--- src/rtl/sgp_map.vh ---
/*
 Constants for the switch general purpose pin bank: pin count, reset
 values, bit positions of the alternate functions and sample timing.
 Assumes it is included by bare name from the bank's design file.
*/
`ifndef SGP_MAP_VH
`define SGP_MAP_VH

`define SGP_PIN_COUNT 7
// Reset values of the three per-pin vectors
`define SGP_FUNC_RST 7'h00
`define SGP_DIR_RST 7'h00
`define SGP_DRIVE_RST 7'h00
// Bit positions in the vectors of the pins that carry alternate functions
`define SGP_BIT_PORT2_RST 0
`define SGP_BIT_EXP0_IRQ 2
`define SGP_BIT_EVENT 4
`define SGP_BIT_PORT1_RST 5
`define SGP_BIT_PORT3_RST 6
// Pins whose alternate function drives the pin
`define SGP_ALT_OE_MASK 7'h71
// Input sample spacing: least time, rounded up to whole cycles
`define SGP_SAMPLE_NS 128
`define SGP_CLK_NS 10
`define SGP_SAMPLE_CYC ((`SGP_SAMPLE_NS + `SGP_CLK_NS - 1) / `SGP_CLK_NS)
`define SGP_CNT_W 4

`endif

--- src/rtl/sgp_gpio_bank.v ---
/*
 General purpose pin bank of a packet switch: seven pins, each a sampled
 input or a driven output; pins 0, 2, 4, 5 and 6 can also serve an alternate function.
 Assumes the configuration logic of the upstream port (same clock) drives
 the function, direction and data-write ports and reads the level vector;
 pins arrive asynchronously and are resolved by the pad from pin_oe_o.
*/
`timescale 1ns/100ps
`include "sgp_map.vh"

module sgp_gpio_bank #(
   parameter PIN_COUNT = `SGP_PIN_COUNT,
   parameter SAMPLE_CYC = `SGP_SAMPLE_CYC
) (
   input wire mclk_i, // Core clock, 100 MHz
   input wire rst_i, // Asynchronous reset, active high
   input wire [PIN_COUNT-1:0] pin_function_select_i, // 1: alternate function
   input wire [PIN_COUNT-1:0] pin_direction_select_i, // 1: output, 0: input
   input wire pin_level_wr_i, // Write strobe for the data vector
   input wire [PIN_COUNT-1:0] pin_level_wdata_i, // Data vector write value
   output reg [PIN_COUNT-1:0] pin_level_value_o, // Sampled pin levels
   output reg [PIN_COUNT-1:0] pin_drive_value_o, // Retained written data
   input wire port2_reset_out_n_i, // Core reset for downstream port 2
   input wire port1_reset_out_n_i, // Core reset for downstream port 1
   input wire port3_reset_out_n_i, // Core reset for downstream port 3
   input wire general_event_out_n_i, // Core general purpose event
   output reg expander0_irq_in_n_o, // Expander 0 interrupt to core
   input wire [PIN_COUNT-1:0] pin_in_i, // Pin levels from the pads
   output reg [PIN_COUNT-1:0] pin_out_o, // Pin drive values
   output reg [PIN_COUNT-1:0] pin_oe_o // Pin output enables, high drives
);

   // One-hot pin modes
   localparam MODE_IN = 3'b001;
   localparam MODE_OUT = 3'b010;
   localparam MODE_ALT = 3'b100;
   // Pins whose alternate function drives the pin
   localparam [PIN_COUNT-1:0] ALT_OE = `SGP_ALT_OE_MASK;
   localparam [PIN_COUNT-1:0] RST_DRIVE = `SGP_DRIVE_RST;
   // Four count bits limit SAMPLE_CYC to 16 at most
   localparam [`SGP_CNT_W-1:0] SAMPLE_LAST = SAMPLE_CYC[`SGP_CNT_W-1:0] - 4'h1;

   reg [PIN_COUNT-1:0] pin_meta;
   reg [PIN_COUNT-1:0] pin_sync;
   reg [`SGP_CNT_W-1:0] sample_cnt;
   reg [`SGP_CNT_W-1:0] next_sample_cnt;
   reg [PIN_COUNT-1:0] alt_value;
   reg next_irq;
   wire sample_tick;
   wire irq_pin_alt;
   genvar i;

   // Mode decode, shared by the pin drivers and the interrupt input
   function [2:0] pin_mode;
      input func_bit;
      input dir_bit;
      if (func_bit) begin
         pin_mode = MODE_ALT;
      end else if (dir_bit) begin
         pin_mode = MODE_OUT;
      end else begin
         pin_mode = MODE_IN;
      end
   endfunction

   // Two flops per pin; nothing but pin_sync reads pin_meta
   generate
      for (i = 0; i < PIN_COUNT; i = i + 1) begin : g_sync
         always @(posedge mclk_i or posedge rst_i) begin
            if (rst_i) begin
               pin_meta[i] <= 1'b0;
               pin_sync[i] <= 1'b0;
            end else begin
               pin_meta[i] <= pin_in_i[i];
               pin_sync[i] <= pin_meta[i];
            end
         end
      end
   endgenerate

   // Samples are spaced so a glitchy board signal is not seen faster than 128 ns
   assign sample_tick = (sample_cnt == SAMPLE_LAST);

   always @* begin
      if (sample_tick) begin
         next_sample_cnt = {`SGP_CNT_W{1'b0}};
      end else begin
         next_sample_cnt = sample_cnt + 4'h1;
      end
   end

   always @(posedge mclk_i or posedge rst_i) begin
      if (rst_i) begin
         sample_cnt <= {`SGP_CNT_W{1'b0}};
      end else begin
         sample_cnt <= next_sample_cnt;
      end
   end

   // Every pin is sampled, whatever its mode, so a read shows the real level
   generate
      for (i = 0; i < PIN_COUNT; i = i + 1) begin : g_level
         always @(posedge mclk_i or posedge rst_i) begin
            if (rst_i) begin
               pin_level_value_o[i] <= 1'b0;
            end else if (sample_tick) begin
               pin_level_value_o[i] <= pin_sync[i];
            end
         end
      end
   endgenerate

   // Written data is kept even while the pin is not an output, so a pin
   // switched to output starts from a value software chose beforehand
   generate
      for (i = 0; i < PIN_COUNT; i = i + 1) begin : g_drive
         always @(posedge mclk_i or posedge rst_i) begin
            if (rst_i) begin
               pin_drive_value_o[i] <= RST_DRIVE[i];
            end else if (pin_level_wr_i) begin
               pin_drive_value_o[i] <= pin_level_wdata_i[i];
            end
         end
      end
   endgenerate

   // Alternate drive values; pins without an output function idle high
   always @* begin
      alt_value = {PIN_COUNT{1'b1}};
      alt_value[`SGP_BIT_PORT2_RST] = port2_reset_out_n_i;
      alt_value[`SGP_BIT_PORT1_RST] = port1_reset_out_n_i;
      alt_value[`SGP_BIT_PORT3_RST] = port3_reset_out_n_i;
      alt_value[`SGP_BIT_EVENT] = general_event_out_n_i;
   end

   // Pin drivers; the pad's enable and value are both registered so the
   // board never sees a decode glitch when the mode bits change
   generate
      for (i = 0; i < PIN_COUNT; i = i + 1) begin : g_pin
         reg next_out;
         reg next_oe;
         wire [2:0] mode;

         assign mode = pin_mode(pin_function_select_i[i], pin_direction_select_i[i]);

         always @* begin
            next_out = pin_drive_value_o[i];
            next_oe = 1'b0;
            case (mode)
               MODE_IN: begin
                  next_out = pin_drive_value_o[i];
                  next_oe = 1'b0;
               end
               MODE_OUT: begin
                  // Core reset and event signals never reach a plain pin
                  next_out = pin_drive_value_o[i];
                  next_oe = 1'b1;
               end
               MODE_ALT: begin
                  // Direction is ignored while the alternate function owns the pin
                  next_out = alt_value[i];
                  next_oe = ALT_OE[i];
               end
               default: begin
                  next_out = 1'b0;
                  next_oe = 1'b0;
               end
            endcase
         end

         always @(posedge mclk_i or posedge rst_i) begin
            if (rst_i) begin
               pin_out_o[i] <= 1'b0;
               pin_oe_o[i] <= 1'b0;
            end else begin
               pin_out_o[i] <= next_out;
               pin_oe_o[i] <= next_oe;
            end
         end
      end
   endgenerate

   // Interrupt input reads inactive unless its pin is in alternate mode
   assign irq_pin_alt = (pin_mode(pin_function_select_i[`SGP_BIT_EXP0_IRQ],
      pin_direction_select_i[`SGP_BIT_EXP0_IRQ]) == MODE_ALT);

   always @* begin
      if (irq_pin_alt) begin
         next_irq = pin_sync[`SGP_BIT_EXP0_IRQ];
      end else begin
         next_irq = 1'b1;
      end
   end

   always @(posedge mclk_i or posedge rst_i) begin
      if (rst_i) begin
         expander0_irq_in_n_o <= 1'b1;
      end else begin
         expander0_irq_in_n_o <= next_irq;
      end
   end

endmodule // sgp_gpio_bank

--- config.mk ---
export PLATFORM = sky130hd
export DESIGN_NAME = sgp_gpio_bank
export DESIGN_NICKNAME = d
export VERILOG_FILES = /design/src/rtl/sgp_gpio_bank.v
export VERILOG_INCLUDE_DIRS = /design/src /design/src/rtl
export SDC_FILE = /design/constraint.sdc
export NUM_CORES = 1
export LEC_CHECK = 0
export BUFFER_PORTS_ARGS = -buffer_cell sky130_fd_sc_hd__buf_2
export CORE_MARGIN = 2
export CORE_UTILIZATION = 45
export CTS_BUF_LIST = sky130_fd_sc_hd__clkbuf_2 sky130_fd_sc_hd__clkbuf_4 sky130_fd_sc_hd__clkbuf_8
export DETAILED_ROUTE_END_ITERATION = 8
export GPL_TIMING_DRIVEN = 0
export PLACE_DENSITY_LB_ADDON = 0.15
export SYNTH_ARGS = -nofsm -noshare
export SYNTH_HDL_FRONTEND = slang
export SYNTH_SLANG_ARGS = --single-unit
--- constraint.sdc ---
create_clock -name mclk_i -period 1.78 [get_ports mclk_i]
set_input_delay 0.178 -clock mclk_i [delete_from_list [all_inputs] [get_ports mclk_i]]
set_output_delay 0.178 -clock mclk_i [all_outputs]
set_load 0.02 [all_outputs]
==> Word level (Yosys, flattened, before mapping) <==
Index checks and enable logic that the tools add are counted.
{ "word_totals": {"input_bits": 35, "register_bits": 47} }
{ "op_classes": {"n_mux": 30, "n_addsub": 1, "eq_ne": 22, "n_reduce_logical": 11} }
{ "ops": {"columns": ["op", "n"], "rows": [
  ["$reduce_or A2 Y1", 11],
  ["$eq A3 B1 Y1 const B", 7],
  ["$eq A3 B2 Y1 const B", 7],
  ["$eq A3 B3 Y1 const B", 7],
  ["$mux W3", 7],
  ["$mux W2", 7],
  ["$pmux W1 S2", 7],
  ["$mux W1", 8],
  ["$add A4 B1 Y4 const B", 1],
  ["$eq A4 B4 Y1 const B", 1],
  ["$mux W4", 1]
]} }

==> Depth between registers and ports, before layout <==
{ "logic_depth": {"ltp_word": 5, "ltp_mapped": 4, "ltp_nobuf": 4} }

==> Worst setup path after synthesis <==
Ideal clock, no wire load.
{ "synth_path": {"path_type": "reg-to-reg", "start": "register sample_cnt[0]", "end": "register pin_level_value_o[0]", "setup_time_ns": 0.125, "path_stages_with_launch": 5, "synth_period_minus_slack_ns": 1.253, "slack_ns": 0.527, "arrival_time_ns": 1.128, "required_time_ns": 1.655, "cell_sequence": "dfrtp_1 -> inv_1 -> ha_1 -> nand3_2 -> mux2_2"} }
{ "synth_between": {"elab_chain_cells": 1} }
{ "synth_lines": {"columns": ["element", "line_no", "text"], "rows": [
  ["start: declaration", "sgp_gpio_bank.v:45", "reg [`SGP_CNT_W-1:0] sample_cnt;"],
  ["start signal: assignment", "sgp_gpio_bank.v:94", "sample_cnt <= {`SGP_CNT_W{1'b0}};"],
  ["start signal: assignment", "sgp_gpio_bank.v:96", "sample_cnt <= next_sample_cnt;"],
  ["$eq A4 B4 Y1", "sgp_gpio_bank.v:82", "assign sample_tick = (sample_cnt == SAMPLE_LAST);"],
  ["end signal: indexed assignment", "sgp_gpio_bank.v:107", "pin_level_value_o[i] <= pin_sync[i];"],
  ["end: declaration", "sgp_gpio_bank.v:21", "output reg [PIN_COUNT-1:0] pin_level_value_o,"]
]} }
Every way passes these cells.
A chain may end at the register's enable or synchronous reset.

==> Final worst setup path <==
{ "layout_path": {"start": "register sample_cnt[0]", "end": "register pin_level_value_o[3]"} }
The elaborated chain is that of the path after synthesis.

==> implementation parameters <==
Parameter                              Value

Status
  Outcome ... finished, final reports clean

Placed design
  Routability congestion estimate ... 0.6901
  Number of port buffers ... 62
  HPWL reported at the end of detailed placement ... 1.836 mm
  Place WS ... 0.4037 ns

Power
  Switching share of total power ... 22.57%
  Portion of total power attributed to the clock network ... 31.5%
  Power density cells ... 935.8 nW/um^2
  Leak pwr ... 1.048 nW
  Design internal power ... 1.583 mW
  Seq pwr share ... 56.4%
  VDD IR-drop max ... 0.7284 mV
  Reported net switching power ... 461.5 uW
  Combinational share of power ... 12.1%

Clocking
  Clock tree from TritonCTS ... done
  Post-CTS resize count ... 0
  Clock Root Buffer ... sky130_fd_sc_hd__clkbuf_4
  Clock transition time at the flip-flop clock pins of the worst setup and hold paths ... 0.12 ns
  Clock latency on the worst-skew pair ... 0.35 ns
  Hold-fix buffer count after cts ... 14
  Number of setup buffers added after CTS ... 0
  Clock buffers created by TritonCTS ... 5
  Number of sinks handled by clock tree synthesis ... 47
  Clock H-tree levels ... 2
  Buffers from clock root to sink, at most ... 2

Critical path
  RR Startpoint ... sample_cnt[0]$_DFF_PP0_
  Launching element type of the critical path ... flop
  Kind of cell adding the most delay to the critical path ... flip-flops
  Instance count on the critical path ... 4
  Worst-path maximum fanout ... 7
  CP cell instances ... inv_1, ha_1, nand3_2, mux2_2
  Worst setup path startpoint ... sample_cnt[0]$_DFF_PP0_
  Worst-path cell with the longest stage delay ... sky130_fd_sc_hd__dfrtp_1
  Startpoint-to-endpoint class of the critical path ... flop to flop
  Critical path buffer and inverter count ... 1
  Number of cells traversed by the worst register-to-register path ... 4
  CP arrival ... 1.62 ns
  Data required time of the worst path ... 2.03 ns
  Peak per-stage delay on the critical path ... 0.42 ns
  Critical Path Sink Type ... flop

Timing
  Maximum clock skew at final layout ... 0.002468 ns
  Max-slew violation count ... 0
  Setup tns final ... 0 ns
  Final critical-path required period ... 1.370 ns
  Final critical-path share of the clock period ... 76.96%
  Relative slew slack ... 84.87%
  Actual transition at the worst max-transition pin ... 0.2266 ns
  Total setup violations reported at the end of the flow ... 0
  Final worst slack ... 0.4102 ns
  Final count of hold timing violations ... 0
  F_max ... 0.7300 GHz
  RSZ-0062 raised after global routing ... false

Cells and area
  Share of cells above drive strength 1 ... 57.06%
  Antenna diode instance count ... 0
  Final Net Count ... 213
  Signed area change from the synthesized netlist to the final layout ... 40.02%
  Final cell utilization of the core ... 65.47%
  Number of filler cells placed in the layout ... 266

Yosys
  Number of cells produced by synthesis ... 91
  Share of Yosys cell area claimed by the top area cell type ... 73.78%
  Number of synthesized register bits ... 47
  Area leader, netlist ... sky130_fd_sc_hd__dfrtp_1
  Top cells by area in the synthesized netlist ... sky130_fd_sc_hd__dfrtp_1 (74%), sky130_fd_sc_hd__mux2_2 (13%), sky130_fd_sc_hd__or2_2 (2.8%)
  Post-Synthesis Cell Area ... 1560 um^2
  Netlist cell types ... 16
  Sequential cell area fraction in the yosys report ... 75.46%
  Synthesis warning total ... 0
  Synth Area per Inst ... 17.15 um^2
  Synthesized net count ... 128

Route
  Count of routing violations after the opening detailed-route iteration ... 37
  DR vias/cell ... 4.453
  DR pass1 iterations ... 3
  Length of routed met3 wiring ... 161 um
  Top routing layer used ... met4
  M1 WL ... 980 um
  DRC ... 0
  Routed wire length on met2 ... 1.381 mm
  Average wire length per cell after detail routing ... 11.49 um
  Final wirelength ... 2.563 mm
  Post-route antenna net violation count ... 0
  Via total after detailed routing ... 993

Floorplan
  Effective utilization at floorplan ... 46.76%
  Placeable core area ... 3337 um^2
  Die span in y ... 62.89 um
  Number of ports placed on the die boundary ... 64
  Horiz. Die Dim ... 62.89 um
  Die area ... 3955 um^2
  # rows ... 21

GRT
  Initial antenna violation count ... 0
  Global-route wire length before repair ... 4.540 mm
  Vias in the first global route ... 1028
  Maximum number of pins on one net before global-route repair ... 39
  Overflow left after global routing ... 0
  All-Layer GR Usage ... 15.36%

Flow run
  Max Cap Viol ... 0

Worst hold path
  Startpoint of the worst hold path ... pin_function_select_i[4]
  Number of cells on the worst hold path ... 2
  Class of the tightest hold or removal check ... input port to flop
worst paths after layout:
path	end	slack [ns]
min in group asynchronous	pin_oe_o[5]$_DFF_PP0_	0.27
worst min-delay path	pin_oe_o[4]$_DFF_PP0_	0.03
worst max-delay path	pin_level_value_o[3]$_DFFE_PP0N_	0.41
worst max register to register	pin_level_value_o[3]$_DFFE_PP0N_	0.41
max in group asynchronous	expander0_irq_in_n_o$_DFF_PP1_	1.00
worst min register to register	pin_sync[1]$_DFF_PP0_	0.36
kinds of logic after synthesis:
group	after synthesis	synth area share, %
mux	19	13.63
fa+ha+maj	2	1.604
buf+inv	5	1.282
compound gates	3	1.684
flops	47	75.46
simple gates	15	6.335
layer usage:
| layer | vias up | GRT usage [%] |
|---|---|---|
| li1 | 470 | - |
| met1 | 487 | 15.87 |
| met2 | 32 | 27.26 |
| met3 | 4 | 6.126 |
| met4 | 0 | 6.667 |
| met5 | - | 0 |
state kept, by name (all words and copies together) (netlist names):
| signal | count |
|---|---|
| pin_oe_o | 7 |
| pin_meta | 7 |
| expander0_irq_in_n_o | 1 |
| pin_out_o | 7 |
| pin_drive_value_o | 7 |
| pin_sync | 7 |
| sample_cnt | 4 |
| pin_level_value_o | 7 |
through the flow:
step / hold slack [ns] / area (um^2) / total power [mW] / instances
floorplan: 0.2094 / 1560 / 1.298 / 91
detailed placement: 0.1171 / 1948 / 1.402 / 200
global route: 0.01380 / 2185 / 2.152 / 223
global placement: 0.2854 / 1928 / 1.389 / 199
finish: 0.03179 / 2185 / 2.044 / 223
CTS: 0.0005050 / 2175 / 2.079 / 222
final cells by class:
cell class | instances | area (um^2) | area share, %
Buffer | 1 | 5.005 | 0.2291
Clock buffer | 6 | 51.30 | 2.348
Clock inverter | 2 | 35.03 | 1.604
Inverter | 4 | 15.01 | 0.6873
Multi-Input combinational cell | 39 | 362.8 | 16.61
Sequential cell | 47 | 1177 | 53.89
Tap cell | 46 | 57.56 | 2.635
Timing Repair Buffer | 78 | 480.5 | 21.99
worst reg2reg max path: stages, from the launching register on:
cell	delay (ns)
sky130_fd_sc_hd__dfrtp_1	0.42
sky130_fd_sc_hd__inv_1	0.06
sky130_fd_sc_hd__ha_1	0.25
sky130_fd_sc_hd__nand3_2	0.19
sky130_fd_sc_hd__mux2_2	0.35
synth_stat cells:
cell type	count
sky130_fd_sc_hd__nor2b_1	4
sky130_fd_sc_hd__nand2b_1	1
sky130_fd_sc_hd__buf_2	1
sky130_fd_sc_hd__or2_2	7
sky130_fd_sc_hd__inv_1	4
sky130_fd_sc_hd__mux2_2	18
sky130_fd_sc_hd__a21bo_2	1
sky130_fd_sc_hd__a311o_1	1
sky130_fd_sc_hd__ha_1	2
sky130_fd_sc_hd__nand2_1	1
sky130_fd_sc_hd__mux2i_1	1
sky130_fd_sc_hd__and4b_1	1
sky130_fd_sc_hd__a31oi_1	1
sky130_fd_sc_hd__nand3_2	1
sky130_fd_sc_hd__dfrtp_1	46
sky130_fd_sc_hd__dfstp_2	1
power by group through the flow:
| stage | Combinational [mW] | Sequential (mW) | Clock [mW] |
|---|---|---|---|
| 2_1_floorplan | 0.0621 | 1.24 | 0 |
| 3_3_place_gp | 0.217 | 1.17 | 0 |
| 3_5_place_dp | 0.227 | 1.18 | 0 |
| 4_1_cts | 0.251 | 1.15 | 0.673 |
| 5_1_grt | 0.270 | 1.16 | 0.720 |
| 6_report | 0.248 | 1.15 | 0.644 |
placed cells by master (no fill, tap or decap):
cell type	Yosys	final
sky130_fd_sc_hd__buf_2	1	63
sky130_fd_sc_hd__mux2i_1	1	1
sky130_fd_sc_hd__nand2_1	1	1
sky130_fd_sc_hd__a21bo_2	1	1
sky130_fd_sc_hd__or2_2	7	7
sky130_fd_sc_hd__nand2b_1	1	1
sky130_fd_sc_hd__buf_12	0	1
sky130_fd_sc_hd__clkinv_2	0	1
sky130_fd_sc_hd__clkbuf_4	0	5
sky130_fd_sc_hd__inv_2	0	1
sky130_fd_sc_hd__ha_1	2	2
sky130_fd_sc_hd__clkbuf_8	0	1
sky130_fd_sc_hd__nand3_2	1	1
sky130_fd_sc_hd__dfstp_2	1	1
sky130_fd_sc_hd__a311o_1	1	1
sky130_fd_sc_hd__dfrtp_1	46	46
sky130_fd_sc_hd__inv_1	4	3
sky130_fd_sc_hd__nor2b_1	4	4
sky130_fd_sc_hd__a31oi_1	1	1
sky130_fd_sc_hd__bufinv_16	0	1
sky130_fd_sc_hd__dlygate4sd3_1	0	15
sky130_fd_sc_hd__mux2_2	18	18
sky130_fd_sc_hd__and4b_1	1	1
Power figures use the tool's default switching activity.
